===== config.mk =====
export PLATFORM = sky130hd
export DESIGN_NAME = occ_top
export DESIGN_NICKNAME = d
export VERILOG_FILES = /design/src/verilog/occ_pkg.sv /design/src/verilog/occ_top.sv
export SDC_FILE = /design/constraint.sdc
export NUM_CORES = 1
export LEC_CHECK = 0
export BUFFER_PORTS_ARGS = -buffer_cell sky130_fd_sc_hd__buf_2
export CAP_MARGIN = 40
export CORE_MARGIN = 2
export CORE_UTILIZATION = 55
export CTS_CLUSTER_DIAMETER = 60
export CTS_CLUSTER_SIZE = 20
export DETAILED_ROUTE_END_ITERATION = 16
export PLACE_DENSITY = 0.74
export SYNTH_ARGS = -nofsm -noshare
export SYNTH_HDL_FRONTEND = slang
export SYNTH_SLANG_ARGS = --single-unit

===== constraint.sdc =====
create_clock -name core_clk_in -period 10.6 [get_ports core_clk_in]
set_input_delay 0.53 -clock core_clk_in [delete_from_list [all_inputs] [get_ports core_clk_in]]
set_output_delay 0.53 -clock core_clk_in [all_outputs]
set_load 0.05 [all_outputs]

===== src/verilog/occ_pkg.sv =====
// Constants, types and field layout of the oscillator control block.
// Assumes a 10 MHz core clock and an APB master with 32-bit data.
// Overview of operation
// - On-time 0 keeps oscillator off; 1 continuous
// - On-time above 1: oscillator on per measurement
// - Settling delay per on-time before measurement start
// - High-speed clock serves calibration and measurement
// - Low-power clock always runs, never stoppable; here ce_in low halts its sync and pin forwarding
// - Select A 7 drives low clock on fire pin
// - Select B 7 drives low clock/8 on start pin
// - Calibration times low-clock interval with counter
// - Calibration stores result, then raises flag
// - Calibration period count from bits 23:22
// - Finished measurement raises interrupt flag
package occ_pkg;
	// Core clock period in ns
	localparam int unsigned CLK_NS = 100;
	// Register byte offsets
	localparam logic [7:0] OFF_CTRL = 8'h00;
	localparam logic [7:0] OFF_CMD = 8'h04;
	localparam logic [7:0] OFF_STAT = 8'h08;
	localparam logic [7:0] OFF_MASK = 8'h0C;
	localparam logic [7:0] OFF_RES = 8'h10;
	localparam logic [7:0] OFF_STATE = 8'h14;
	// Control field positions
	localparam int ONT_LSB = 0;
	localparam int SELA_LSB = 4;
	localparam int SELB_LSB = 8;
	localparam int CALP_LSB = 22;
	localparam logic [31:0] CTRL_RST = 32'h0000_0000;
	// Opcodes written to the command register
	localparam logic [7:0] CMD_TOF = 8'h01;
	localparam logic [7:0] CMD_TOF_RPT = 8'h02;
	localparam logic [7:0] CMD_TEMP = 8'h03;
	localparam logic [7:0] CMD_TEMP_RPT = 8'h04;
	localparam logic [7:0] CMD_CAL = 8'h05;
	// Status bits
	localparam int ST_MEAS = 0;
	localparam int ST_CAL = 1;
	localparam int ST_W = 2;
	// Field values
	localparam logic [2:0] ONT_OFF = 3'h0;
	localparam logic [2:0] ONT_CONT = 3'h1;
	localparam logic [2:0] SEL_LF = 3'h7;
	// Settling times in ns and derived cycle counts, rounded up
	localparam int unsigned T_SET2_NS = 480000;
	localparam int unsigned T_SET3_NS = 1460000;
	localparam int unsigned T_SET4_NS = 2440000;
	localparam int unsigned T_SET5_NS = 5140000;
	localparam int unsigned CYC_SET2 = (T_SET2_NS + CLK_NS - 1) / CLK_NS;
	localparam int unsigned CYC_SET3 = (T_SET3_NS + CLK_NS - 1) / CLK_NS;
	localparam int unsigned CYC_SET4 = (T_SET4_NS + CLK_NS - 1) / CLK_NS;
	localparam int unsigned CYC_SET5 = (T_SET5_NS + CLK_NS - 1) / CLK_NS;
	// Fast periods per core cycle in 16.16 (4 MHz over 10 MHz)
	localparam int unsigned HS_RATIO_Q16 = 26214;
	// Controller states
	typedef enum logic [2:0] {
		OCC_IDLE, OCC_SETTLE, OCC_MEAS, OCC_CSYNC, OCC_CRUN, OCC_CSTORE
	} occ_state_t;
	// Decoded control register
	typedef struct packed {
		logic [1:0] cal_period_count;
		logic [2:0] test_out_sel_b;
		logic [2:0] test_out_sel_a;
		logic [2:0] hs_osc_on_time;
	} occ_cfg_t;
endpackage


===== src/verilog/occ_top.sv =====
// Oscillator on-time control, low-clock forwarding and calibration.
// Assumes APB on core_clk_in, a free-running low clock from its pad,
// and a measuring unit that pulses meas_done_in on the core clock.
//
// Our own choices: the APB slave port and the address map.
module occ_top #(
	parameter int unsigned SET2_CYC = occ_pkg::CYC_SET2,
	parameter int unsigned SET3_CYC = occ_pkg::CYC_SET3,
	parameter int unsigned SET4_CYC = occ_pkg::CYC_SET4,
	parameter int unsigned SET5_CYC = occ_pkg::CYC_SET5,
	parameter logic [15:0] HS_RATIO = 16'(occ_pkg::HS_RATIO_Q16)
) (
	input wire logic core_clk_in,
	input wire logic rst_in,
	input wire logic ce_in,
	input wire logic psel_in,
	input wire logic penable_in,
	input wire logic pwrite_in,
	input wire logic [7:0] paddr_in,
	input wire logic [31:0] pwdata_in,
	output logic [31:0] prdata_out,
	output logic pready_out,
	output logic pslverr_out,
	input wire logic lowfreq_clk_in,
	input wire logic meas_done_in,
	output logic meas_start_out,
	output logic hs_osc_en_out,
	output logic fire_pin_o_out,
	output logic fire_pin_oe_n_out,
	output logic en_start_o_out,
	output logic en_start_oe_n_out,
	output logic irq_out
);
	occ_pkg::occ_state_t st_r; // Controller state
	occ_pkg::occ_state_t st_nxt; // Next state
	logic [31:0] ctrl_r; // Control register
	occ_pkg::occ_cfg_t cfg; // Decoded control fields
	logic [occ_pkg::ST_W-1:0] stat_r; // Sticky event bits
	logic [occ_pkg::ST_W-1:0] mask_r; // Interrupt enables
	logic [occ_pkg::ST_W-1:0] ev_set; // Events this cycle
	logic [occ_pkg::ST_W-1:0] ev_clr; // Write-one-to-clear bits
	logic [31:0] res_r; // Calibration result
	logic [15:0] cnt_r; // Settling down-counter
	logic is_cal_r; // Pending job is a calibration
	logic [15:0] ccnt_r; // Core cycles in calibration window
	logic [4:0] edges_r; // Low-clock rises seen in window
	logic lf_s1, lf_s2, lf_s3; // Low-clock synchroniser
	logic lf_rise; // Rising edge of low clock
	logic [2:0] div_r; // Divide-by-eight counter
	logic acc; // APB access phase completes
	logic wr; // Register write strobe
	logic cmd_go; // Accepted opcode write
	logic cmd_cal; // Opcode is calibration
	logic cmd_meas; // Opcode is a measurement start

	// Settling cycles for an on-time value; 5 to 7 share the longest
	function automatic logic [15:0] settle_cyc(input logic [2:0] ont);
		if (ont == 3'h2) begin
			return 16'(SET2_CYC);
		end else if (ont == 3'h3) begin
			return 16'(SET3_CYC);
		end else if (ont == 3'h4) begin
			return 16'(SET4_CYC);
		end else begin
			return 16'(SET5_CYC);
		end
	endfunction

	// Window length in low-clock periods: 2, 4, 8 or 16
	function automatic logic [4:0] cal_len(input logic [1:0] sel);
		return 5'(5'h02 << sel);
	endfunction

	// Result in 16.16 fast-clock periods from a core-cycle count
	function automatic logic [31:0] to_q16(input logic [15:0] cyc);
		return cyc * HS_RATIO;
	endfunction

	assign cfg = occ_pkg::occ_cfg_t'({
		ctrl_r[occ_pkg::CALP_LSB +: 2],
		ctrl_r[occ_pkg::SELB_LSB +: 3],
		ctrl_r[occ_pkg::SELA_LSB +: 3],
		ctrl_r[occ_pkg::ONT_LSB +: 3]});

	// Bus strobes; access always completes with no wait state
	assign acc = psel_in && penable_in && pready_out;
	assign wr = acc && pwrite_in;
	assign cmd_cal = pwdata_in[7:0] == occ_pkg::CMD_CAL;
	assign cmd_meas = pwdata_in[7:0] == occ_pkg::CMD_TOF ||
		pwdata_in[7:0] == occ_pkg::CMD_TOF_RPT ||
		pwdata_in[7:0] == occ_pkg::CMD_TEMP ||
		pwdata_in[7:0] == occ_pkg::CMD_TEMP_RPT;
	// Opcodes while busy are dropped so a running job never restarts
	assign cmd_go = wr && paddr_in == occ_pkg::OFF_CMD &&
		st_r == occ_pkg::OCC_IDLE && (cmd_cal || cmd_meas);
	assign lf_rise = lf_s2 && !lf_s3;

	// Low clock sync; halted while ce_in is low or rst_in is high
	always_ff @(posedge core_clk_in or posedge rst_in) begin
		if (rst_in) begin
			lf_s1 <= 1'b0;
			lf_s2 <= 1'b0;
			lf_s3 <= 1'b0;
		end else if (ce_in) begin
			lf_s1 <= lowfreq_clk_in;
			lf_s2 <= lf_s1;
			lf_s3 <= lf_s2;
		end
	end

	// APB answer registered in the setup cycle
	always_ff @(posedge core_clk_in or posedge rst_in) begin
		if (rst_in) begin
			pready_out <= 1'b0;
			pslverr_out <= 1'b0;
			prdata_out <= 32'h0000_0000;
		end else if (ce_in) begin
			pready_out <= psel_in && !penable_in;
			pslverr_out <= 1'b0;
			prdata_out <= 32'h0000_0000;
			if (psel_in && !penable_in) begin
				if (paddr_in == occ_pkg::OFF_CTRL) begin
					prdata_out <= ctrl_r;
				end else if (paddr_in == occ_pkg::OFF_CMD) begin
					prdata_out <= 32'h0000_0000;
				end else if (paddr_in == occ_pkg::OFF_STAT) begin
					prdata_out <= 32'(stat_r);
				end else if (paddr_in == occ_pkg::OFF_MASK) begin
					prdata_out <= 32'(mask_r);
				end else if (paddr_in == occ_pkg::OFF_RES) begin
					prdata_out <= res_r;
				end else if (paddr_in == occ_pkg::OFF_STATE) begin
					prdata_out <= {28'h000_0000, hs_osc_en_out, 3'(st_r)};
				end else begin
					pslverr_out <= 1'b1; // Unmapped address
				end
			end
		end
	end

	// Control and mask registers
	always_ff @(posedge core_clk_in or posedge rst_in) begin
		if (rst_in) begin
			ctrl_r <= occ_pkg::CTRL_RST;
			mask_r <= '0;
		end else if (ce_in && wr) begin
			if (paddr_in == occ_pkg::OFF_CTRL) begin
				ctrl_r <= pwdata_in;
			end else if (paddr_in == occ_pkg::OFF_MASK) begin
				mask_r <= pwdata_in[occ_pkg::ST_W-1:0];
			end
		end
	end

	// Next state of the measurement and calibration sequencer
	always_comb begin
		st_nxt = st_r;
		case (st_r)
			occ_pkg::OCC_IDLE: begin
				if (cmd_go && cfg.hs_osc_on_time > occ_pkg::ONT_CONT) begin
					st_nxt = occ_pkg::OCC_SETTLE;
				end else if (cmd_go && cmd_cal) begin
					st_nxt = occ_pkg::OCC_CSYNC;
				end else if (cmd_go) begin
					st_nxt = occ_pkg::OCC_MEAS;
				end
			end
			occ_pkg::OCC_SETTLE: begin
				if (cnt_r == 16'h0001) begin
					st_nxt = is_cal_r ? occ_pkg::OCC_CSYNC : occ_pkg::OCC_MEAS;
				end
			end
			occ_pkg::OCC_MEAS: begin
				if (meas_done_in) begin
					st_nxt = occ_pkg::OCC_IDLE;
				end
			end
			occ_pkg::OCC_CSYNC: begin
				if (lf_rise) begin
					st_nxt = occ_pkg::OCC_CRUN;
				end
			end
			occ_pkg::OCC_CRUN: begin
				if (lf_rise && edges_r + 5'h01 == cal_len(cfg.cal_period_count)) begin
					st_nxt = occ_pkg::OCC_CSTORE;
				end
			end
			default: begin
				st_nxt = occ_pkg::OCC_IDLE;
			end
		endcase
	end

	// State register and job kind
	always_ff @(posedge core_clk_in or posedge rst_in) begin
		if (rst_in) begin
			st_r <= occ_pkg::OCC_IDLE;
			is_cal_r <= 1'b0;
		end else if (ce_in) begin
			st_r <= st_nxt;
			if (cmd_go) begin
				is_cal_r <= cmd_cal;
			end
		end
	end

	// Settling counter holds the measurement back while osc settles
	always_ff @(posedge core_clk_in or posedge rst_in) begin
		if (rst_in) begin
			cnt_r <= 16'h0000;
		end else if (ce_in) begin
			if (cmd_go) begin
				cnt_r <= settle_cyc(cfg.hs_osc_on_time);
			end else if (st_r == occ_pkg::OCC_SETTLE) begin
				cnt_r <= cnt_r - 16'h0001;
			end
		end
	end

	// Oscillator enable follows the next state so settling starts now
	always_ff @(posedge core_clk_in or posedge rst_in) begin
		if (rst_in) begin
			hs_osc_en_out <= 1'b0;
		end else if (ce_in) begin
			if (cfg.hs_osc_on_time == occ_pkg::ONT_OFF) begin
				hs_osc_en_out <= 1'b0;
			end else if (cfg.hs_osc_on_time == occ_pkg::ONT_CONT) begin
				hs_osc_en_out <= 1'b1;
			end else begin
				// Fast clock also runs through the calibration states
				hs_osc_en_out <= st_nxt != occ_pkg::OCC_IDLE;
			end
		end
	end

	// One-cycle start pulse to the measuring unit
	always_ff @(posedge core_clk_in or posedge rst_in) begin
		if (rst_in) begin
			meas_start_out <= 1'b0;
		end else if (ce_in) begin
			meas_start_out <= st_nxt == occ_pkg::OCC_MEAS &&
				st_r != occ_pkg::OCC_MEAS;
		end
	end

	// Calibration window: counts core cycles between low-clock rises
	always_ff @(posedge core_clk_in or posedge rst_in) begin
		if (rst_in) begin
			ccnt_r <= 16'h0000;
			edges_r <= 5'h00;
			res_r <= 32'h0000_0000;
		end else if (ce_in) begin
			if (st_r == occ_pkg::OCC_CSYNC) begin
				ccnt_r <= 16'h0000;
				edges_r <= 5'h00;
			end else if (st_r == occ_pkg::OCC_CRUN) begin
				ccnt_r <= ccnt_r + 16'h0001;
				if (lf_rise) begin
					edges_r <= edges_r + 5'h01;
				end
				// Result lands a cycle before its flag
				if (st_nxt == occ_pkg::OCC_CSTORE) begin
					res_r <= to_q16(ccnt_r + 16'h0001);
				end
			end
		end
	end

	// Event sources for the status register
	always_comb begin
		ev_set = '0;
		ev_set[occ_pkg::ST_MEAS] = st_r == occ_pkg::OCC_MEAS &&
			meas_done_in;
		ev_set[occ_pkg::ST_CAL] = st_r == occ_pkg::OCC_CSTORE;
		ev_clr = '0;
		if (wr && paddr_in == occ_pkg::OFF_STAT) begin
			ev_clr = pwdata_in[occ_pkg::ST_W-1:0];
		end
	end

	// Sticky status; a set in the clearing cycle survives
	always_ff @(posedge core_clk_in or posedge rst_in) begin
		if (rst_in) begin
			stat_r <= '0;
			irq_out <= 1'b0;
		end else if (ce_in) begin
			stat_r <= (stat_r & ~ev_clr) | ev_set;
			irq_out <= |(((stat_r & ~ev_clr) | ev_set) & mask_r);
		end
	end

	// Low clock forwarded to the pins; idle pins stay released
	always_ff @(posedge core_clk_in or posedge rst_in) begin
		if (rst_in) begin
			div_r <= 3'h0;
			fire_pin_o_out <= 1'b0;
			fire_pin_oe_n_out <= 1'b1;
			en_start_o_out <= 1'b0;
			en_start_oe_n_out <= 1'b1;
		end else if (ce_in) begin
			fire_pin_o_out <= lf_s2;
			fire_pin_oe_n_out <= cfg.test_out_sel_a != occ_pkg::SEL_LF;
			en_start_oe_n_out <= cfg.test_out_sel_b != occ_pkg::SEL_LF;
			if (lf_rise) begin
				div_r <= div_r + 3'h1;
				en_start_o_out <= div_r[1] & div_r[0] ^ div_r[2];
			end
		end
	end

	// Helper: cycles spent in the settling state
	logic [15:0] hlp_set_r;
	always_ff @(posedge core_clk_in or posedge rst_in) begin
		if (rst_in) begin
			hlp_set_r <= 16'h0000;
		end else if (ce_in) begin
			hlp_set_r <= st_r == occ_pkg::OCC_SETTLE ?
				hlp_set_r + 16'h0001 : 16'h0000;
		end
	end
endmodule


==> Word level (Yosys, flattened, before mapping) <==
Cells that the tools add are included.
{ "totals": {"out_inout_bits": 41, "register_bits": 153} }
{ "op_classes": {"shifts": 1, "magnitude_cmp": 1, "n_mul": 1, "n_addsub": 4, "n_mux": 36, "reduce_logical": 37, "bitwise_logic": 8, "n_eq_ne": 26} }
{ "op_table": {"columns": ["operator", "n"], "rows": [
  ["$mux W31", 4],
  ["$mux W16", 7],
  ["$mux W32", 2],
  ["$mul A16 B14 Y30 const B", 1],
  ["$eq A8 B3 Y1 const B", 3],
  ["$mux W3", 7],
  ["$add A16 B1 Y16 const B", 1],
  ["$eq A16 B1 Y1 const B", 1],
  ["$eq A8 B2 Y1 const B", 2],
  ["$eq A8 B4 Y1 const B", 2],
  ["$eq A8 B5 Y1 const B", 2],
  ["$sub A16 B1 Y16 const B", 1],
  ["$eq A3 B2 Y1 const B", 5],
  ["$logic_and A1 B1 Y1", 15],
  ["$mux W5", 3],
  ["$pmux W3 S5", 1],
  ["$eq A3 B3 Y1 const B", 4],
  ["$mux W1", 10],
  ["$reduce_and A2 Y1", 5],
  ["$eq A8 B1 Y1 const B", 1],
  ["$logic_not A8 Y1", 1],
  ["$eq A3 B1 Y1 const B", 2],
  ["$logic_not A3 Y1", 2],
  ["$ne A3 B3 Y1 const B", 2],
  ["21 further kinds", 30]
]} }

==> Logic depth before layout (Yosys ltp) <==
{ "logic_depth": {"ltp_word": 13, "depth_mapped": 28, "mapped_depth_nobuf": 27} }

==> Least setup slack after synthesis <==
OpenSTA, ideal clock, no wires.
{ "synth_path": {"path_kind": "register to register", "startpoint": "register ccnt_r[0]", "endpoint": "register res_r[29]", "required_ns": 10.473, "path_stages_with_launch": 29, "path_slack_ns": 3.994, "setup_time_ns": 0.127, "t_arrival_ns": 6.478, "n_path_buf": 1, "cell_sequence": "dfrtp_1 ha_1 nand3_1 nor2_1 and3_1 and3_1 buf_2 nand3_1 nor2_1 xnor2_1 inv_1 ha_1 inv_1 fa_1 inv_1 fa_1 fa_1 inv_1 fa_1 inv_1 ha_1 and3_1 nor3b_1 o221ai_1 a32oi_1 nand2_1 a32oi_1 mux2i_1 nand3_1"} }
{ "synth_between": {"elab_chain_len": 2} }
{ "synth_lines": {"columns": ["item", "line", "rtl"], "rows": [
  ["start: declaration", "occ_top.sv:45", "logic [15:0] ccnt_r;"],
  ["start signal: assignment", "occ_top.sv:257", "ccnt_r <= ccnt_r + 16'h0001;"],
  ["$add A16 B1 Y16", "occ_top.sv:263", "res_r <= to_q16(ccnt_r + 16'h0001);"],
  ["$mul A16 B14 Y30", "occ_top.sv:76", "return cyc * HS_RATIO;"],
  ["end signal: assignment", "occ_top.sv:263", null],
  ["end: declaration", "occ_top.sv:42", "logic [31:0] res_r;"]
]} }
No other way between the ends.
A chain may end at the register's enable or synchronous reset.

==> Final worst setup path <==
Ends and elaborated chain as after synthesis.

==> summary.txt <==
Clock network
  – Clock root cell: clkbuf_16
  – CTS tree: done
  – Setup bufs post-CTS: 0
  – Worst-skew pair later-pin latency: 0.44 ns
  – CTS Buffer Depth: 2
  – CTS Hold Buffers Added: 0
  – Clock sinks: 152
  – H-tree depth: 4
  – Worst-path clk slew: 0.07 ns
  – Post-CTS resize count: 0
  – CTS Buf Count: 17

Die
  – Initial Util: 56.44%
  – Core box area: 20360 um2
  – Horiz. Die Dim: 148.6 um
  – Row Count: 52
  – I/O pin cnt: 89
  – Die area: 22070 um2
  – Die span in y: 148.6 um

Placed design
  – Placer Congestion: 0.9216
  – Detailed placement HPWL: 19730 um
  – Count of input and output buffers: 88
  – Worst slack at placement: 3.307 ns
  – Dpl cell area: 12150 um2
  – # placed instances: 1477

Timing
  – Slew headroom: 43.46%
  – Hold Vio Cnt, Final: 0
  – Tcrit/Tclk final: 68.98%
  – Skew final: 0.01559 ns
  – Slew @ Worst Pin: 0.8420 ns
  – Hold WS: 0.2151 ns
  – Fmax: 136.8 MHz
  – Smallest setup slack after layout: 3.288 ns
  – Final Setup Violations: 0
  – Slew Limit Fails: 0
  – RSZ-0062 raised after global routing: no
  – Final min period: 7.312 ns
  – Setup_tns: 0 ns

Layout
  – Most common cell after layout, fill and taps aside: dfrtp_1
  – ANT cells: 0
  – Syn-to-layout area delta: 10.80%
  – Fin nets: 1464
  – Final Cell Area: 12730 um2
  – Most frequent cells in the layout: dfrtp_1 (150), inv_1 (133), ha_1 (124)
  – Share of cells above drive strength 1: 17.11%
  – Final Instance Count excl. Fillers: 1509
  – Fillers: 1680

Routing
  – Detailed-route DRC error count: 0
  – Initial DRT Pass Iterations: 5
  – First DRT Iteration DRCs: 479
  – Via Count: 8670
  – Wirelength per Cell: 17.41 um
  – Post-DR vias/cell: 5.746
  – Antenna-violating nets left: 0
  – Top sig layer: met4
  – Wire length on met2: 12590 um
  – Wl on met1: 12070 um
  – Met3 wire len: 1164 um
  – Drt total wl: 26270 um

Worst setup path
  – Reg2Reg Depth: 27
  – Arrival time worst endpoint: 7.62 ns
  – Critical path class: flop to flop
  – Crit. Startpoint: ccnt_r[0]
  – RR Endpoint: res_r[29]
  – Worst R2R Setup Slack: 3.29 ns
  – Max FO, Critical Path: 8
  – Origin of the critical flop-to-flop path: ccnt_r[0]
  – Crit end category: flop
  – Startpoint Class: flop
  – CP Data Required Time: 10.91 ns

Pwr
  – Pwr Density: 128.2 nW/um2
  – VDD IR max: 0.0001031 V
  – Leak: 6.690 nW

GRT
  – Largest net degree at the start of global routing: 88
  – Vias in the first global route: 8658
  – Global Route Usage Sum: 24.96%
  – Antenna violations before repair: 0
  – First-pass GRT wire length: 43640 um
  – Grt total ovfl: 0

Run
  – MaxCap Viol Count: 0

Synth
  – Syn avg cell area: 10.00 um2
  – Ys async rst share: 100.0%
  – Yosys reg bits: 152
  – Post-Syn Instances: 1149
  – Post-synth EDFFs: 0
  – Cell variety after synth: 74
  – Top FF cell, synth: dfrtp_1
  – Sequential area share after synthesis: 33.12%
  – Synth Warn #: 0
  – Post-synthesis cell area: 11490 um2
  – Post-synthesis net count: 1387

Min path
  – Worst Hold Class: primary input to async pin

Status
  – Status: completed
==> cells by family after synthesis <==
family	synth area share [%]
xor+xnor	4.561
compound gates	16.07
simple gates	10.65
buf+inv	6.292
fa+ha+maj	24.99
flops	33.12
mux	4.322
==> registers in the layout, indices dropped and copies added, names as in the netlist, 2 cells and up <==
register,flops
cnt_r,16
prdata_out,32
ccnt_r,16
st_r,3
res_r,30
ctrl_r,32
edges_r,5
mask_r,2
stat_r,2
div_r,2
==> how the worst max path moves through the flow <==
stage                      endpoint  cells after the start
after floorplan           res_r[29]                     28
after detailed placement  res_r[29]                     27
after global placement    res_r[29]                     27
final                     res_r[29]                     27
after global routing      res_r[29]                     27
after CTS                 res_r[29]                     27
==> cells in the mapped netlist (all sizes together), types with 3 or more instances <==
cell     number  area [um2]
nor2b         5       31.28
o21ai        90       525.5
o21a          7       52.55
nand2b       10       62.56
inv         134       503.0
a211oi        4       35.03
or3           4       26.28
o211ai        4       30.03
and2          7       46.29
o2bb2ai      32       280.3
and3          9       57.56
ha          124        1551
nand3        18       90.09
a32oi         3       26.28
nor4          8       71.32
a21o         10       76.32
fa           66        1321
a22oi        29       217.7
nand3b        3       22.52
mux2         42       476.7
o31ai         3       22.52
nand2        93       349.1
xor2         28       252.8
o31a          3       26.28
nor2         65       244.0
a31oi         8       50.05
buf          12       100.1
xnor2        31       271.5
a21oi        56       280.3
a22o          5       43.79
o21bai        3       22.52
dfrtp       150        3754
nor3         16       80.08
clkbuf       29       120.1
nor3b         5       37.54
==> final cells by class <==
class	count	area, um2	area share, %
multi-input combinational	822	6974	54.77
sequential	152	3806	29.89
inverter	134	508.0	3.989
timing repair buffer	99	523.0	4.107
tap	270	337.8	2.653
clock buffer	18	429.2	3.370
clock inverter	14	156.4	1.228
==> critical path, cell delays in order, from the launching register on <==
cell,delay [ns]
dfrtp_1,0.50
ha_1,0.24
nand3_1,0.12
nor2_1,0.33
and3_1,0.29
and3_1,0.27
nand3_1,0.17
nor2_1,0.17
xnor2_1,0.27
inv_1,0.24
ha_1,0.34
inv_1,0.05
fa_1,0.49
inv_1,0.05
fa_1,0.46
fa_1,0.55
inv_1,0.05
fa_1,0.53
inv_1,0.04
ha_1,0.34
and3_1,0.22
nor3b_1,0.19
o221ai_1,0.17
a32oi_1,0.49
nand2_1,0.09
a32oi_1,0.24
mux2i_1,0.21
nand3_1,0.09
==> metrics by stage <==
step / total power, W / utilization (%)
detailed placement: 0.001033 / 59.66
CTS: 0.001643 / 62.53
global placement: 0.001024 / 59.66
finish: 0.001633 / 62.53
floorplan: 0.0009437 / -
global route: 0.001722 / 62.53
==> per-layer routing <==
layer,vias up,GRT usage [%]
met5,-,0
met4,0,6.905
met3,36,4.540
met2,238,40.79
met1,4245,34.45
li1,4151,-
==> power by group <==
part / leakage [nW] / switching [W] / internal, W / total [W]
clock: 0.286 / 0.000273 / 0.000335 / 0.000607
sequential: 2.04 / 0.0000474 / 0.000624 / 0.000672
combinational: 4.37 / 0.000221 / 0.000133 / 0.000354
Power figures use the tool's default switching activity.
